--- src/ext_cfg_map.vh ---
// Purpose: Offsets, field positions, codes and reset values of the extended config bank
// Assumes: Indexed access through a sequencer-style index/data pair
// Notes:   Definitions only
`ifndef EXT_CFG_MAP_VH
`define EXT_CFG_MAP_VH
// ------------------------------------------------------------
// Register indexes
// ------------------------------------------------------------
`define IDX_UNLOCK_KEY 8'h06
`define IDX_DRAM_TIMING 8'h13
`define IDX_DISP_MAP 8'h14
`define IDX_DEBUG_SEL 8'h15
`define IDX_SIG_CTRL 8'h16
`define IDX_SIG_LOW 8'h17
`define IDX_SIG_HIGH 8'h18
`define UNLOCK_VALUE 8'h48
// ------------------------------------------------------------
// Reset values
// ------------------------------------------------------------
`define RST_DRAM_TIMING 8'hc0
`define RST_BYTE_ZERO 8'h00
`define RST_SIG 16'h0001
`define SIG_PRELOAD 16'h0001
`define SIG_POLY 16'h8016
// ------------------------------------------------------------
// Field codes
// ------------------------------------------------------------
`define ZW_WBUF 2'h1
`define ZW_WBUF_MWR 2'h2
`define ZW_WBUF_MWR_IO 2'h3
`define CAS_D1 2'h0
`define CAS_D2 2'h1
`define CAS_HALF 2'h2
`define RP_25D 2'h0
`define RP_3 2'h1
`define RP_2 2'h2
`define RP_25 2'h3
// Half-cycle phase counts (CAS start 2.5 or 1.5 clocks, precharge widths)
`define CAS_START_LATE 4'h5
`define CAS_START_EARLY 4'h3
`define CAS_HALVES 4'h4
`define PRE_HALVES_2 4'h4
`define PRE_HALVES_25 4'h5
`define PRE_HALVES_3 4'h6
`define PIN_DBG_EN_A 5
`define PIN_DBG_EN_B 3
`endif

--- src/ext_config_dram_debug_sig_regs.v ---
// Purpose: Extended config registers: DRAM timing, memory map, debug mux, signature control
// Assumes: Host index/data access is synchronous to CLOCK_I (the memory clock)
// Notes:   Timing runs in whole-clock steps; the d delay is shown as a separate qualifier
//
// Operation
// Zero-wait output low per select code
// Software never programs zero-wait code 00
// CAS shaping: two clocks, low width per code
// CAS starts 2.5 or 1.5 clocks after RAS (code: 3 or 2 clocks)
// RAS precharge width selected by two bits
// Claim memory when nibble matches address 23:20
// Expansion ROM decodes at nibble zero only
// Mapping nibble clears on reset
// Debug mux needs pin config bits 5,3
// Debug output one selector functions
// Debug output zero selector functions
// Signature control needs unlock value 48h
// Software writes zero to upper control bits
// Start bit rising begins one-frame signature
// Initialize zero preloads signature 0001h
// Test pattern feeds zeros to analyzer
// Timing changes apply at access boundary
`timescale 1ns/10ps
`include "ext_cfg_map.vh"
module ext_config_dram_debug_sig_regs (
    input wire CLOCK_I, // Memory clock, 50 MHz
    input wire RESET_I, // Synchronous reset, active high
    input wire [7:0] INDEX_I, // Register index
    input wire [7:0] WDATA_I, // Write data
    input wire WRITE_I, // Register write strobe
    input wire [7:0] UNLOCK_KEY_I, // Current unlock_key_reg value
    input wire [7:0] PIN_CONFIG_I, // Current pin_config_reg value
    input wire WBUF_READY_I, // Write buffer ready
    input wire WBUF_EMPTY_I, // Write buffer empty
    input wire WBUF_CYCLE_I, // Write buffer cycle active
    input wire MEM_DECODED_I, // Memory address decoded
    input wire MEM_WRITE_STROBE_N_I, // Memory write strobe, active low
    input wire IO_WRITE_I, // I/O write to device in progress
    input wire IO_DECODED_I, // I/O address decoded
    input wire CPU_READ_I, // CPU read cycle
    input wire CPU_WRITE_I, // CPU write cycle
    input wire WRITE_BYPASS_I, // CPU write not through write buffer
    input wire FONT_FETCH_I, // Font fetch
    input wire GFX_FETCH_I, // Graphics fetch
    input wire ATTR_FETCH_I, // Attribute fetch
    input wire [3:0] HOST_ADDR_UPPER_NIBBLE_I, // Host address 23:20
    input wire MEM_ACCESS_I, // Host memory cycle in display range
    input wire ROM_ACCESS_I, // Host cycle in expansion ROM range
    input wire DRAM_REQ_I, // DRAM access request
    input wire VSYNC_I, // Frame boundary pulse
    input wire [15:0] DAC_DATA_I, // Palette DAC inputs to analyzer
    output reg [7:0] RDATA_O, // Read data
    output reg ZERO_WAIT_N_O, // Zero-wait indication, active low
    output reg DISPLAY_CLAIM_O, // Display memory claimed
    output reg EXPANSION_BIOS_ROM_O, // Expansion ROM claimed
    output reg DEBUG_OUT_ZERO_O, // Debug output zero
    output reg DEBUG_OUT_ONE_O, // Debug output one
    output reg RAS_N_O, // DRAM row strobe, active low
    output reg CAS_N_O, // DRAM column strobe, active low
    output reg CAS_EXTEND_O, // Adds d, 2d or half delay on CAS low; off for field code 3
    output reg [1:0] CAS_EXTEND_SEL_O, // 1 = d, 2 = 2d
    output reg RAS_EXTEND_O, // Adds d to RAS precharge
    output reg [15:0] SIGNATURE_O, // Current signature
    output reg SIG_BUSY_O // Signature in progress
);
    // --------------------------------------------------------
    // Registers
    // --------------------------------------------------------
    reg [7:0] dram_timing_q; // dram_timing_control
    reg [3:0] map_q; // display_memory_map low nibble
    reg [5:0] dbg_sel_q; // debug_output_select
    reg [3:0] sig_ctrl_q; // signature_analyzer_control low bits
    reg [7:0] tim_live_q; // Timing copy used by the sequencer
    reg [15:0] sig_q; // Signature shift register
    reg start_prev_q; // Start bit, last cycle
    reg armed_q; // Waiting for frame start
    reg busy_q; // Frame being signed
    reg [4:0] state_q; // DRAM sequencer state
    reg [3:0] half_q; // Half-clock phase counter
    reg [4:0] state_d;
    reg [3:0] half_d;
    wire unlocked = (UNLOCK_KEY_I == `UNLOCK_VALUE);
    wire sig_rd_en = unlocked && sig_ctrl_q[3];
    wire dbg_en = PIN_CONFIG_I[`PIN_DBG_EN_A] && PIN_CONFIG_I[`PIN_DBG_EN_B];
    wire [15:0] sig_in = sig_ctrl_q[2] ? 16'h0000 : DAC_DATA_I;
    wire fb = sig_q[15];

    localparam S_IDLE = 5'h01;
    localparam S_RAS = 5'h02;
    localparam S_CASL = 5'h04;
    localparam S_CASH = 5'h08;
    localparam S_PRE = 5'h10;

    // --------------------------------------------------------
    // Register writes
    // --------------------------------------------------------
    always @(posedge CLOCK_I) begin
        if (RESET_I) begin
            dram_timing_q <= `RST_DRAM_TIMING;
            map_q <= 4'h0;
            dbg_sel_q <= 6'h00;
            sig_ctrl_q <= 4'h0;
        end else if (WRITE_I) begin
            case (INDEX_I)
                `IDX_DRAM_TIMING: dram_timing_q <= WDATA_I;
                `IDX_DISP_MAP: map_q <= WDATA_I[3:0];
                `IDX_DEBUG_SEL: dbg_sel_q <= WDATA_I[5:0];
                `IDX_SIG_CTRL: begin
                    // Locked writes are dropped silently
                    if (unlocked) begin
                        sig_ctrl_q <= WDATA_I[3:0];
                    end
                end
                default: begin
                end
            endcase
        end
    end

    // --------------------------------------------------------
    // Read mux and decode, registered
    // --------------------------------------------------------
    always @(posedge CLOCK_I) begin
        if (RESET_I) begin
            RDATA_O <= `RST_BYTE_ZERO;
            DISPLAY_CLAIM_O <= 1'b0;
            EXPANSION_BIOS_ROM_O <= 1'b0;
        end else begin
            case (INDEX_I)
                `IDX_DRAM_TIMING: RDATA_O <= dram_timing_q;
                `IDX_DISP_MAP: RDATA_O <= {4'h0, map_q};
                `IDX_DEBUG_SEL: RDATA_O <= {2'h0, dbg_sel_q};
                // Upper bits read zero; locked reads return zero
                `IDX_SIG_CTRL: RDATA_O <= unlocked ? {4'h0, sig_ctrl_q} : `RST_BYTE_ZERO;
                `IDX_SIG_LOW: RDATA_O <= sig_rd_en ? sig_q[7:0] : `RST_BYTE_ZERO;
                `IDX_SIG_HIGH: RDATA_O <= sig_rd_en ? sig_q[15:8] : `RST_BYTE_ZERO;
                default: RDATA_O <= `RST_BYTE_ZERO;
            endcase
            DISPLAY_CLAIM_O <= MEM_ACCESS_I && (HOST_ADDR_UPPER_NIBBLE_I == map_q);
            EXPANSION_BIOS_ROM_O <= ROM_ACCESS_I && (HOST_ADDR_UPPER_NIBBLE_I == 4'h0);
        end
    end

    // --------------------------------------------------------
    // Zero-wait and debug outputs
    // --------------------------------------------------------
    always @(posedge CLOCK_I) begin
        if (RESET_I) begin
            ZERO_WAIT_N_O <= 1'b1;
            DEBUG_OUT_ZERO_O <= 1'b0;
            DEBUG_OUT_ONE_O <= 1'b0;
        end else begin
            // Code 00 is never asserted; it is left idle high
            case (dram_timing_q[7:6])
                `ZW_WBUF: ZERO_WAIT_N_O <= ~(WBUF_READY_I && MEM_DECODED_I);
                `ZW_WBUF_MWR: ZERO_WAIT_N_O <=
                    ~(WBUF_READY_I && MEM_DECODED_I && !MEM_WRITE_STROBE_N_I);
                `ZW_WBUF_MWR_IO: ZERO_WAIT_N_O <=
                    ~((WBUF_READY_I && MEM_DECODED_I && !MEM_WRITE_STROBE_N_I)
                      || IO_WRITE_I);
                default: ZERO_WAIT_N_O <= 1'b1;
            endcase
            if (!dbg_en) begin
                // Mux is inert until both pin-config bits are set
                DEBUG_OUT_ZERO_O <= 1'b0;
                DEBUG_OUT_ONE_O <= 1'b0;
            end else begin
                case (dbg_sel_q[5:3])
                    3'h0: DEBUG_OUT_ONE_O <= FONT_FETCH_I;
                    3'h1: DEBUG_OUT_ONE_O <= GFX_FETCH_I;
                    3'h2: DEBUG_OUT_ONE_O <= WBUF_READY_I;
                    3'h3: DEBUG_OUT_ONE_O <= CPU_WRITE_I;
                    3'h4: DEBUG_OUT_ONE_O <= ~WRITE_BYPASS_I;
                    default: DEBUG_OUT_ONE_O <= 1'b0;
                endcase
                case (dbg_sel_q[2:0])
                    3'h0: DEBUG_OUT_ZERO_O <= IO_DECODED_I;
                    3'h1: DEBUG_OUT_ZERO_O <= ATTR_FETCH_I;
                    3'h2: DEBUG_OUT_ZERO_O <= WBUF_EMPTY_I;
                    3'h3: DEBUG_OUT_ZERO_O <= CPU_READ_I;
                    3'h4: DEBUG_OUT_ZERO_O <= ~WBUF_CYCLE_I;
                    default: DEBUG_OUT_ZERO_O <= 1'b0;
                endcase
            end
        end
    end

    // --------------------------------------------------------
    // DRAM sequencer, counted in half clocks (two phases per cycle)
    // --------------------------------------------------------
    always @* begin
        state_d = state_q;
        half_d = half_q + 4'h2;
        case (state_q)
            S_IDLE: begin
                half_d = 4'h0;
                if (DRAM_REQ_I) begin
                    state_d = S_RAS;
                end
            end
            S_RAS: begin
                // Both the 2.5- and 1.5-clock starts round up onto the whole-clock grid
                if (half_q + 4'h2 >= (tim_live_q[2] ? `CAS_START_EARLY : `CAS_START_LATE)) begin
                    state_d = S_CASL;
                    half_d = 4'h0;
                end
            end
            S_CASL: begin
                state_d = S_CASH;
            end
            S_CASH: begin
                state_d = S_PRE;
                half_d = 4'h0;
            end
            S_PRE: begin
                // The idle cycle that follows keeps RAS high too, so leave one clock early
                case (tim_live_q[1:0])
                    `RP_3: if (half_q + 4'h4 >= `PRE_HALVES_3) state_d = S_IDLE;
                    `RP_2: if (half_q + 4'h4 >= `PRE_HALVES_2) state_d = S_IDLE;
                    default: if (half_q + 4'h4 >= `PRE_HALVES_25) state_d = S_IDLE;
                endcase
            end
            default: state_d = S_IDLE;
        endcase
    end

    always @(posedge CLOCK_I) begin
        if (RESET_I) begin
            state_q <= S_IDLE;
            half_q <= 4'h0;
            tim_live_q <= `RST_DRAM_TIMING;
            RAS_N_O <= 1'b1;
            CAS_N_O <= 1'b1;
            CAS_EXTEND_O <= 1'b0;
            CAS_EXTEND_SEL_O <= 2'h0;
            RAS_EXTEND_O <= 1'b0;
        end else begin
            state_q <= state_d;
            half_q <= half_d;
            // Latch new timing only between accesses
            if (state_q == S_IDLE) begin
                tim_live_q <= dram_timing_q;
            end
            RAS_N_O <= !(state_d == S_RAS || state_d == S_CASL || state_d == S_CASH);
            CAS_N_O <= !(state_d == S_CASL);
            CAS_EXTEND_O <= (state_d == S_CASL) && (tim_live_q[4:3] != 2'h3);
            CAS_EXTEND_SEL_O <= (tim_live_q[4:3] == `CAS_D2) ? 2'h2 :
                                (tim_live_q[4:3] == `CAS_HALF) ? 2'h3 : 2'h1;
            RAS_EXTEND_O <= (state_d == S_PRE) && (tim_live_q[1:0] == `RP_25D);
        end
    end

    // --------------------------------------------------------
    // Signature analyzer control and shift register
    // --------------------------------------------------------
    always @(posedge CLOCK_I) begin
        if (RESET_I) begin
            sig_q <= `RST_SIG;
            start_prev_q <= 1'b0;
            armed_q <= 1'b0;
            busy_q <= 1'b0;
            SIGNATURE_O <= `RST_SIG;
            SIG_BUSY_O <= 1'b0;
        end else begin
            start_prev_q <= sig_ctrl_q[0];
            if (!sig_ctrl_q[1]) begin
                sig_q <= `SIG_PRELOAD;
                armed_q <= 1'b0;
                busy_q <= 1'b0;
            end else begin
                // Only a fresh 0-to-1 start arms a new run
                if (sig_ctrl_q[0] && !start_prev_q) begin
                    armed_q <= 1'b1;
                end else if (armed_q && VSYNC_I) begin
                    armed_q <= 1'b0;
                    busy_q <= 1'b1;
                end else if (busy_q && VSYNC_I) begin
                    busy_q <= 1'b0;
                end
                if (busy_q) begin
                    sig_q <= ({sig_q[14:0], 1'b0} ^ (fb ? `SIG_POLY : 16'h0000)) ^ sig_in;
                end
            end
            SIGNATURE_O <= sig_q;
            SIG_BUSY_O <= busy_q || armed_q;
        end
    end
endmodule // ext_config_dram_debug_sig_regs

--- config.mk ---
export PLATFORM = sky130hd
export DESIGN_NAME = ext_config_dram_debug_sig_regs
export DESIGN_NICKNAME = d
export VERILOG_FILES = /design/src/ext_config_dram_debug_sig_regs.v
export VERILOG_INCLUDE_DIRS = /design/src
export SDC_FILE = /design/constraint.sdc
export NUM_CORES = 1
export LEC_CHECK = 0
export BUFFER_PORTS_ARGS = -buffer_cell sky130_fd_sc_hd__buf_2
export CAP_MARGIN = 10
export CORE_ASPECT_RATIO = 2
export CORE_MARGIN = 3
export CORE_UTILIZATION = 35
export DETAILED_ROUTE_END_ITERATION = 12
export GPL_ROUTABILITY_DRIVEN = 0
export SYNTH_ARGS = -nofsm -noshare
export SYNTH_HDL_FRONTEND = slang
export SYNTH_SLANG_ARGS = --single-unit
export TNS_END_PERCENT = 30
--- constraint.sdc ---
create_clock -name CLOCK_I -period 3.87 [get_ports CLOCK_I]
set_clock_uncertainty 0.15 [all_clocks]
set_input_delay 0 -clock CLOCK_I [delete_from_list [all_inputs] [get_ports CLOCK_I]]
set_output_delay 0 -clock CLOCK_I [all_outputs]
set_load 0.01 [all_outputs]
# Word-level counts from Yosys, hierarchy flattened
# Index checks and enable logic that the tools add are counted.
[word_totals]
register_bits = 91
word_cells = 133
[op_classes]
n_mux = 25
n_bitwise = 10
n_addsub = 2
reduce_logical = 34
magnitude_cmp = 4
n_eq_ne = 33
[ops]
columns = ["cell", "n"]
rows = [
  ["8-bit by 5-bit equality test with 1-bit output, second input constant", 6],
  ["8-bit one-hot mux with 6 select lines", 1],
  ["16-bit two-way mux", 2],
  ["16-bit bitwise XOR", 2],
  ["5-bit two-way mux", 5],
  ["5-bit one-hot mux with 5 select lines", 1],
  ["8-bit two-way mux", 2],
  ["3-bit by 2-bit equality test with 1-bit output, second input constant", 4],
  ["4-bit by 3-bit >= comparator with 1-bit output, second input constant", 3],
  ["1-bit logical AND", 11],
  ["5-bit by 2-bit equality test with 1-bit output, second input constant", 2],
  ["5-bit by 3-bit equality test with 1-bit output, second input constant", 2],
  ["5-bit by 4-bit equality test with 1-bit output, second input constant", 2],
  ["5-bit equality test, second input constant", 2],
  ["1-bit one-hot mux with 5 select lines", 2],
  ["5-bit one-hot mux with 2 select lines", 1],
  ["2-bit equality test, second input constant", 4],
  ["8-bit by 7-bit equality test with 1-bit output, second input constant", 1],
  ["4-bit two-way mux", 2],
  ["1-bit NOT", 8],
  ["4-bit one-hot mux with 2 select lines", 1],
  ["2-bit AND reduction", 4],
  ["2-bit OR reduction", 4],
  ["2-bit by 1-bit equality test with 1-bit output, second input constant", 3],
  ["other kinds (19)", 33],
]

# Depth between registers and ports, before layout
# Gate-level depths: netlist of run 1.
[depth]
ltp_word = 9
ltp_mapped = 7
mapped_depth_nobuf = 6

# Worst setup path after synthesis of run 1
# No wires, ideal clock.
[synth_timing]
path_type = "reg-to-reg"
from = "register half_q[1]"
to = "register RAS_EXTEND_O"
setup_slack_ps = 1809
setup_ps = 116
t_arrival_ps = 1794
n_path_buf = 0
t_required_ps = 3604
synth_period_minus_slack_ps = 2061
stages_incl_launch_ff = 7
cell_sequence = "dfxtp_1 ha_1 ha_1 nor3b_1 or3_1 o211a_1 o211a_1"
[synth_via]
elab_chain_cells = 7
word_cells_on_any_way = 14
cone_classes = "add/sub (2); order compare (4); eq/ne (1); mux (6); reduce/logical (1)"
[synth_lines]
columns = ["item", "line", "text"]
rows = [
  ["start, declared", "ext_config_dram_debug_sig_regs.v:79", "reg [3:0] half_q;"],
  ["start signal, assigned", "ext_config_dram_debug_sig_regs.v:239", "half_q <= half_d;"],
  ["4-bit by 3-bit adder with 4-bit output", "ext_config_dram_debug_sig_regs.v:218, ext_config_dram_debug_sig_regs.v:219, ext_config_dram_debug_sig_regs.v:220", ""],
  ["4-bit by 3-bit >= comparator with 1-bit output (no line)", "n/a", ""],
  ["5-bit two-way mux, on equally long branches", "ext_config_dram_debug_sig_regs.v:220, ext_config_dram_debug_sig_regs.v:218, ext_config_dram_debug_sig_regs.v:219", ""],
  ["5-bit one-hot mux with 2 select lines", "ext_config_dram_debug_sig_regs.v:217", "case (tim_live_q[1:0])"],
  ["5-bit one-hot mux with 5 select lines *", "ext_config_dram_debug_sig_regs.v:194", "case (state_q)"],
  ["5-bit equality test *", "ext_config_dram_debug_sig_regs.v:249", "RAS_EXTEND_O <= (state_d == S_PRE) && (tim_live_q[1:0] == `RP_25D);"],
  ["1-bit logical AND *", "ext_config_dram_debug_sig_regs.v:249", ""],
  ["end signal, assigned", "ext_config_dram_debug_sig_regs.v:249", ""],
  ["end, declared", "ext_config_dram_debug_sig_regs.v:62", "output reg RAS_EXTEND_O,"],
]
# Mark *: on every way between the ends. The rest lies on a longest branch, timed or not.
# A chain may end at the register's enable or synchronous reset.

# Worst setup path in the final report of run 1
# Ends and elaborated chain as after synthesis.

==> results of run 1 <==
## layer usage
| metal | part of all wire | vias to the layer above | GRT usage | routed length, um |
|---|---|---|---|---|
| li1 | - | 1828 | - | - |
| met2 | 0.58 | 93 | 0.352 | 6600 |
| met4 | 0.042 | 0 | 0.0953 | 482 |
| met5 | 0 | - | 0 | 0 |
| met3 | 0.041 | 27 | 0.0409 | 464 |
| met1 | 0.34 | 1714 | 0.177 | 3870 |
## power breakdown
group | internal, uW | switching (uW) | total [uW]
clock | 566 | 377 | 942
sequential | 935 | 9.42 | 945
combinational | 93.6 | 97.0 | 191
total | 1590 | 483 | 2080
## repair_timing
item / 4_1_cts / 5_1_grt
endpoints found under the setup margin: 0 / 0
gates resized for setup: 0 / 0
endpoints found under the hold margin: 44 / 0
hold buffers: 36 / 0
## sequential cells by signal, summed over array words and instances, names as in the netlist, 4 cells and up
signal	flops
state_q	5
dram_timing_q	8
sig_q	16
sig_ctrl_q	4
RDATA_O	8
tim_live_q	5
dbg_sel_q	6
map_q	4
SIGNATURE_O	16
## layout make-up
type / count / area (um2)
inverter: 15 / 56.3
sequential: 90 / 1800
fill: 1127 / 5970
tap: 142 / 178
clock inverter: 6 / 90.1
multi-input combinational: 318 / 2130
clock buffer: 9 / 225
timing repair buffer: 141 / 896
## cell usage after synthesis, types with 2 or more instances
| library cell | count |
|---|---|
| a211oi_1 | 11 |
| a21oi_1 | 30 |
| a22oi_1 | 7 |
| a2bb2oi_1 | 8 |
| a31oi_1 | 2 |
| a32oi_1 | 3 |
| and3_1 | 3 |
| buf_2 | 5 |
| clkbuf_1 | 18 |
| dfxtp_1 | 90 |
| ha_1 | 9 |
| inv_1 | 15 |
| mux2i_1 | 15 |
| mux4_2 | 2 |
| nand2_1 | 41 |
| nand2b_1 | 4 |
| nand3_1 | 18 |
| nand3b_1 | 4 |
| nand4_1 | 4 |
| nor2_1 | 39 |
| nor2b_1 | 35 |
| nor3_1 | 4 |
| nor3_4 | 2 |
| nor3b_1 | 2 |
| nor4b_1 | 4 |
| o211a_1 | 2 |
| o211ai_1 | 3 |
| o21ai_0 | 10 |
| o22a_1 | 2 |
| o22ai_1 | 2 |
| o2bb2ai_1 | 4 |
| or3_1 | 2 |
| or4b_2 | 2 |
| xnor2_1 | 19 |
| xor2_1 | 3 |
## through the flow
step | setup WS, ns | power [uW]
after floorplan | 1.81 | 1060
after global placement | 1.71 | 1120
after detailed placement | 1.69 | 1130
after CTS | 1.67 | 2100
after global routing | 1.56 | 2140
final | 1.65 | 2080
## path summary, 6_finish.rpt
path                     from                to  slack [ns]
max                 half_q[1]      RAS_EXTEND_O        1.65
min reg2reg  dram_timing_q[5]  dram_timing_q[5]        0.32
max reg2reg         half_q[1]      RAS_EXTEND_O        1.65
min                   RESET_I           RAS_N_O      -0.004
## logic make-up after synthesis
| kind of cell | share of synthesized area |
|---|---|
| xor gates and xnor gates | 0.0472 |
| buffers and inverters | 0.0374 |
| DFF | 0.441 |
| AOI/OAI and AO/OA | 0.150 |
| muxes | 0.0478 |
| and+or+nand+nor | 0.249 |
| adders and majority gates | 0.0276 |
## worst min-delay path, cell delays in order
cell	delay (ns)
buf_2	0.09
inv_1	0.23
nand4_1	0.14
==> results.md, run 1 <==
* Status: complete, but fails checks
* Failing checks: hold timing
* Gate Count Post-Synth at 447
* Initial antenna violation count at 0
* Lkg Pwr at 0.00218 uW
* R2R depth at 6
* Crit path depth at 6
* Routed WL at 11400 um
* Core footprint at 11400 um2
* Area added between synthesis and finish at 31.8%
* Syn_area_per_cell at 9.13 um2
* Critical path required time at 3.96 ns
* Remaining Overflow, GRT at 0
* Clock slew at reported path FFs at 0.07 ns
* Remaining antenna violation count after routing at 0
* DIE HEIGHT at 159 um
* Worst rel slew slack at 0.568
* Vias in the first global route at 3785
* Fin nets at 656
* Power Density at 386 nW/um2
* Top_reg_cell synth: dfxtp_1
* H-tree levels at 3
* Clock root buffer: clkbuf_16
* Synthesized Nets at 528
* Die area at 13100 um2
* Synth top area share at 0.441
* Via count at 3662
* Fin. max-slew vios at 0
* Antenna cell count at 0
* Post-CTS setup buffers at 0
* 1st-pass router iterations at 4
* Max IR drop VDD at 268 uV
* Count of cell types in the netlist at 58
* Largest net degree at the start of global routing at 52
* First-pass GRT wire length at 18500 um
* Post-synth ARST share at 0
* Fin Setup TNS at 0 ns
* Hold path depth at 3
* Final min period at 2.22 ns
* Row count at 55
* Worst path bufs/invs at 0
* Placed instance count at 670
* Non-Filler Instances at 721
* Max Freq at 0.451 GHz
* Worst path slowest cell: or3_1
* Crit Path Category: flop to flop
* I/O pin cnt at 108
* Clock Latency Late Sink at 0.35 ns
* Total of max-cap violations at 0
* Gr usage total at 0.187
* CTS tree: built
* Deepest clock path buffer count at 2
* Drt drc at 0
* Final core occ at 0.474
* Worst hold path class: input pin to flop
* Post-synth EDFFs at 0
* Crit-path cells: ha_1, ha_1, nor3b_1, or3_1, o211a_1, o211a_1
* CTS sink cnt at 90
* Die W at 82.4 um
* Placed Instance Area at 4710 um2
* Endpoints failing setup at 0
* Synthesis warning total at 0
* Top post-synthesis cells by area: dfxtp_1 (44%), nor2b_1 (5.4%), xnor2_1 (4.1%)
* Vias/cell at 5.08
* Crit-path max FO at 4
* IO Port Bufs at 101
* RSZ-0062 raised after global routing: false
* Final hold viol count at 2
* Total CTS buffers at 9
* Hold WS at -0.00361 ns
* Commonest non-fill, non-tap cell in the layout: buf_2
* Worst setup SP type: flop
* DR WL/cell at 15.8 um
* Period utilization at 0.573
* Max stage delay on crit path at 0.43 ns
* Layout cells sized above 1 at 0.233
* Initial Util at 0.360
* CP Capture Type: flop
* First DRT Iteration DRCs at 154
* Commonest non-fill, non-tap cells in the layout: buf_2 (101), dfxtp_1 (90), nand2_1 (41)
* Area leader, netlist: dfxtp_1
* Crit path DAT at 2.31 ns
* #FFs+latches synth at 90
* Finished layout cell area at 5380 um2
* Least-Margin Pin Slew at 0.646 ns
* CP top delay family: adder cells
* Cell Area, Synth at 4080 um2
* Post-DP HPWL at 8590 um
* Post-synthesis sequential area ratio at 0.441
Power figures use the tool's default switching activity.
==> inputs of run 2 (changes only) <==
==> constraint.sdc (replaced) <==
create_clock -name CLOCK_I -period 2 [get_ports CLOCK_I]
set_clock_uncertainty 0.15 [all_clocks]
set_input_delay 0 -clock CLOCK_I [delete_from_list [all_inputs] [get_ports CLOCK_I]]
set_output_delay 0 -clock CLOCK_I [all_outputs]
set_load 0.01 [all_outputs]
==> run 2 against run 1 <==
- the flow now finishes without violations
- non-clock buffer count is 15 higher
- die area unchanged
- clock power grew 96%
- critical endpoint unchanged
- largest cell class unchanged
==> results.md, run 2 (synthesis gave the netlist of run 1 again) <==
* Initial Util at 0.360 (unchanged)
* Max Freq at 0.502 GHz (+11%)
* Remaining antenna violation count after routing at 0 (unchanged)
* Power Density at 736 nW/um2 (+91%)
* Largest net degree at the start of global routing at 28 (-46%)
* Clock root buffer: clkbuf_16
* Critical path required time at 2.09 ns (-1.87 ns)
* Layout cells sized above 1 at 0.264 (+0.0307)
* Core footprint at 11400 um2 (unchanged)
* Clock slew at reported path FFs at 0.06 ns (about the same)
* R2R depth at 6 (unchanged)
* Power Total at 4100 uW (+97%)
* Deepest clock path buffer count at 2 (unchanged)
* Crit Path Category: flop to flop
* CTS tree: built
* Gr usage total at 0.185 (-0.00172)
* Final hold viol count at 0 (-2)
* DIE HEIGHT at 159 um (unchanged)
* Row count at 55 (unchanged)
* Final min period at 1.99 ns (-0.227 ns)
* Crit-path max FO at 2 (-2)
* DR WL/cell at 15.9 um (+0.31%)
* Fin. max-slew vios at 0 (unchanged)
* Routed WL at 11700 um (+2.5%)
* Fin nets at 671 (+2.3%)
* Lkg Pwr at 0.00225 uW (+3.1%)
* CP Capture Type: flop
* Top Registers: SIGNATURE_O x16, sig_q x16
* Total CTS buffers at 9 (unchanged)
* Period utilization at 0.995 (+0.422)
* Via count at 3789 (+3.5%)
* I/O pin cnt at 108 (unchanged)
* Status: complete, no violations
* Worst setup SP type: flop
* Commonest non-fill, non-tap cell in the layout: buf_2
* Die W at 82.4 um (unchanged)
* Worst hold path class: input pin to flop
* Crit path DAT at 2.08 ns (-0.23 ns)
* RSZ-0062 raised after global routing: true
* First DRT Iteration DRCs at 149 (-3.2%)
* Worst rel slew slack at 0.573 (+0.00523)
* First-pass GRT wire length at 18300 um (-0.75%)
* Antenna cell count at 0 (unchanged)
* Drt drc at 0 (unchanged)
* Total of max-cap violations at 0 (unchanged)
* Remaining Overflow, GRT at 0 (unchanged)
* Initial antenna violation count at 0 (unchanged)
* Area added between synthesis and finish at 36.5%
* Least-Margin Pin Slew at 0.638 ns (-0.00783 ns)
* H-tree levels at 3 (unchanged)
* Vias/cell at 5.14 (+1.2%)
* IO Port Bufs at 101 (unchanged)
* R2r setup slk at 0.01 ns (-1.64 ns)
* CTS sink cnt at 90 (unchanged)
* Fin Setup TNS at 0 ns (unchanged)
* Hold path depth at 5 (+2)
* Post-DP HPWL at 8810 um (+2.6%)
* 1st-pass router iterations at 4 (unchanged)
* Die area at 13100 um2 (unchanged)
* Max IR drop VDD at 476 uV (+78%)
* Endpoints failing setup at 0 (unchanged)
* Commonest non-fill, non-tap cells in the layout: buf_2 (101), dfxtp_1 (87), nand2_1 (41)
* Vias in the first global route at 3855 (+1.8%)
* Clock Latency Late Sink at 0.34 ns (about the same)
## run 2: changes by cell type in the layout (fill, tap and decap cells not counted), moves of 2 or more
cell	before	now
buf_4	4	16
dfxtp_1	90	87
dfxtp_2	0	3
dlygate4sd3_1	36	39
clkinv_4	0	2
ha_1	9	7
ha_4	0	2
## run 2: final timing paths
| check | start | endpoint |
|---|---|---|
| max reg2reg | half_q[1] | RAS_EXTEND_O |
| max | half_q[1] | RAS_EXTEND_O |
| min reg2reg | dram_timing_q[5] | dram_timing_q[5] |
| min | DAC_DATA_I[1] | sig_q[1] |
## run 2: layout make-up
cell class	count	area, um2
clock inverters	7	101
multi-input cells	318	2190
inverters	15	56.3
repair buffers	156	1020
flip-flops and latches	90	1810
well taps	142	178
fillers	1106	5780
clock buffers	9	225
## run 2: power by group
group          switching [uW]  internal, uW
Combinational             205           222
Sequential               18.6          1810
Clock                     743          1100
Total                     967          3140
## run 2: repair_timing
item	in CTS	in global routing
cloned	0	0
pin swaps	4	3
hold buffers	39	0
endpoints found under the setup margin	1	5
resized for setup	3	5
hold endpoints to repair	45	0
buffers inserted	1	0
## run 2: critical path, stage by stage, from the launching register on
cell and delay [ns]:
dfxtp_2 0.33, ha_4 0.28, ha_4 0.19, nor3b_4 0.14
or3_4 0.37, o211a_1 0.22, o211a_1 0.20
## run 2: routing by layer
layer	GRT usage	wire, um
met2	0.341	6690
met4	0.106	524
met3	0.0375	422
met5	0	0
met1	0.180	4070
## run 2: stage by stage
step | instance area (um2) | hold slack [ns] | cells | utilization | setup slack (ns)
after floorplan | 4100 | -0.0258 | 447 | - | 0.000322
after global placement | 4800 | 0.0743 | 681 | 0.423 | -0.0159
after detailed placement | 4800 | 0.0777 | 681 | 0.423 | -0.0349
after CTS | 5550 | 0.0115 | 737 | 0.489 | -0.0212
after global routing | 5570 | 0.0531 | 737 | 0.491 | -0.0662
final | 5570 | 0.0183 | 737 | 0.491 | 0.00963
==> inputs of run 3 (changes only) <==
--- a/config.mk
+++ b/config.mk
@@ -10,9 +10,10 @@
 export CAP_MARGIN = 10
 export CORE_ASPECT_RATIO = 2
 export CORE_MARGIN = 3
-export CORE_UTILIZATION = 35
+export CORE_UTILIZATION = 47
 export DETAILED_ROUTE_END_ITERATION = 12
 export GPL_ROUTABILITY_DRIVEN = 0
+export PLACE_DENSITY = 0.75
 export SYNTH_ARGS = -nofsm -noshare
 export SYNTH_HDL_FRONTEND = slang
 export SYNTH_SLANG_ARGS = --single-unit
==> run 3 against run 2 <==
- the run now ends with setup timing left
- final area decreased by 1.4%
- worst hold slack gained 0.0036 ns
- final cell count is 6.6% lower
- clock power increased by 8%
- critical path depth unchanged
- global-route usage increased by 4.9 points
- sequential power hardly changed
- maximum frequency is 1.0% lower
- via count grew 1.0%
- register-to-register slack lost 0.02 ns
- total power is 3.2% higher
- highest routed layer unchanged
==> results.md, run 3 (synthesis gave the netlist of run 1 again) <==
* Hold Crit Start: DAC_DATA_I[4]
* Endpoints failing setup at 1 (+1)
* Multi-input combinational cell area at 2180 um2 (-0.69%)
* Die area at 9910 um2 (-24%)
* DR WL/cell at 16.7 um (+5.3%)
* Worst hold path class: input pin to flop
* Fin nets at 666 (-0.75%)
* Non-Filler Instances at 688 (-6.6%)
* Final WS setup at -0.0115 ns (-0.0211 ns)
* FF+latch area at 1810 um2 (unchanged)
* First-pass GRT wire length at 17700 um (-3.3%)
* Worst rel slew slack at 0.576 (+0.00244)
* Max Freq at 0.497 GHz (-1.0%)
* Deepest clock path buffer count at 2 (unchanged)
* Vias in the first global route at 3847 (-0.21%)
* IO Port Bufs at 101 (unchanged)
* CTS sink cnt at 90 (unchanged)
* Status: complete, but fails checks
* Worst setup SP type: flop
* Commonest non-fill, non-tap cell in the layout: buf_2
* Remaining Overflow, GRT at 0 (unchanged)
* Placed Instance Area at 4730 um2 (-1.5%)
* Crit-path max FO at 2 (unchanged)
* First DRT Iteration DRCs at 178 (+19%)
* Fin. max-slew vios at 0 (unchanged)
* Finished layout cell area at 5490 um2 (-1.4%)
* Final min period at 2.01 ns (+0.0211 ns)
* H-tree levels at 3 (unchanged)
* Total of max-cap violations at 0 (unchanged)
* Crit Path Category: flop to flop
* Routed WL at 11500 um (-1.7%)
* Commonest non-fill, non-tap cells in the layout: buf_2 (101), dfxtp_1 (87), nand2_1 (41)
* Via count at 3827 (+1.0%)
* CP Capture Type: flop
* Die W at 71.9 um (-13%)
* RSZ-0062 raised after global routing: true
* Antenna cell count at 0 (unchanged)
* Clock Latency Late Sink at 0.34 ns (about the same)
* Power Density at 771 nW/um2 (+4.7%)
* Initial Util at 0.489 (+0.129)
* Placed instance count at 635 (-6.8%)
* FF-to-FF Start: half_q[1]
* Layout cells sized above 1 at 0.258 (-0.00624)
* Core footprint at 8350 um2 (-26%)
* Remaining antenna violation count after routing at 0 (unchanged)
* R2R depth at 6 (unchanged)
* Clock root buffer: clkbuf_16
* Hold Path Sink: sig_q[4]
* Drt drc at 0 (unchanged)
* Area added between synthesis and finish at 34.6%
* Max IR drop VDD at 660 uV (+39%)
* Hold path depth at 5 (unchanged)
* Reg-to-reg endpoint: RAS_EXTEND_O
* Initial antenna violation count at 0 (unchanged)
* DIE HEIGHT at 138 um (-13%)
* Row count at 47 (-15%)
* Total CTS buffers at 9 (unchanged)
* Lkg Pwr at 0.00225 uW (about the same)
* Vias/cell at 5.56 (+8.2%)
* 1st-pass router iterations at 5 (+1)
* R2r setup slk at -0.01 ns (-0.02 ns)
* Clock slew at reported path FFs at 0.07 ns (about the same)
* Failing checks: setup timing
* Fill cells at 674 (-39%)
* Post-CTS setup buffers at 0 (-1)
* Gr usage total at 0.235 (+0.0494)
* CTS tree: built
* Critical path required time at 2.09 ns (about the same)
* Crit path DAT at 2.10 ns (+0.02 ns)
* Top Registers: SIGNATURE_O x16, sig_q x16
* Largest net degree at the start of global routing at 52 (+86%)
* Power Total at 4240 uW (+3.2%)
* Final hold viol count at 0 (unchanged)
* Post-DP HPWL at 8360 um (-5.1%)
* Period utilization at 1.01 (+0.0106)
* Least-Margin Pin Slew at 0.633 ns (-0.00491 ns)
* I/O pin cnt at 108 (unchanged)
-- run 3: area by class of cell --
class / instances / share of cell area
Clock buffer: 11 / 0.0460
Sequential cell: 90 / 0.329
Inverter: 15 / 0.0102
Timing Repair Buffer: 151 / 0.177
Multi-Input combinational cell: 318 / 0.396
Tap cell: 98 / 0.0223
Clock inverter: 5 / 0.0196
-- run 3: report_power, final --
group | switching [uW] | total, uW | internal, uW
logic | 197 | 409 | 212
registers | 19.7 | 1830 | 1810
clock network | 701 | 2000 | 1300
-- run 3: metal layers --
metal / track usage / vias up / wire (um)
met5: 0 / - / 0
met3: 0.0358 / 32 / 489
met4: 0.156 / 0 / 502
met2: 0.453 / 125 / 6630
li1: - / 1853 / -
met1: 0.218 / 1817 / 3900
-- run 3: worst max-delay path, cell delays in order, from the launching register on --
cell     delay [ns]
dfxtp_2        0.34
ha_4           0.28
ha_4           0.19
nor3b_4        0.14
or3_4          0.37
o211a_1        0.22
o211a_1        0.22
-- run 3: worst max-delay path by stage --
stage                          from      endpoint  depth (start not counted)
after floorplan           half_q[2]  RAS_EXTEND_O                          6
after global placement    half_q[2]  RAS_EXTEND_O                          6
after detailed placement  half_q[2]  RAS_EXTEND_O                          6
after CTS                 half_q[2]  RAS_EXTEND_O                          6
after global routing      half_q[1]  RAS_EXTEND_O                          6
final                     half_q[1]  RAS_EXTEND_O                          6
-- run 3: repair_timing --
action | 4_1_cts | 5_1_grt
cloned | 0 | 0
hold buffers | 37 | 0
resized for setup | 4 | 1
hold endpoints to repair | 44 | 0
setup endpoints to repair | 2 | 3
pin swaps | 4 | 2
-- run 3: stage by stage --
| stage | hold WS, ns | TNS, ns | setup WS (ns) | util |
|---|---|---|---|---|
| floorplan | -0.0258 | 0 | 0.000322 | - |
| global placement | 0.0736 | -0.0103 | -0.0103 | 0.567 |
| detailed placement | 0.0803 | -0.0511 | -0.0511 | 0.567 |
| CTS | 0.0139 | -0.0223 | -0.0223 | 0.658 |
| global route | 0.0421 | -0.0803 | -0.0408 | 0.658 |
| finish | 0.0219 | -0.0115 | -0.0115 | 0.658 |
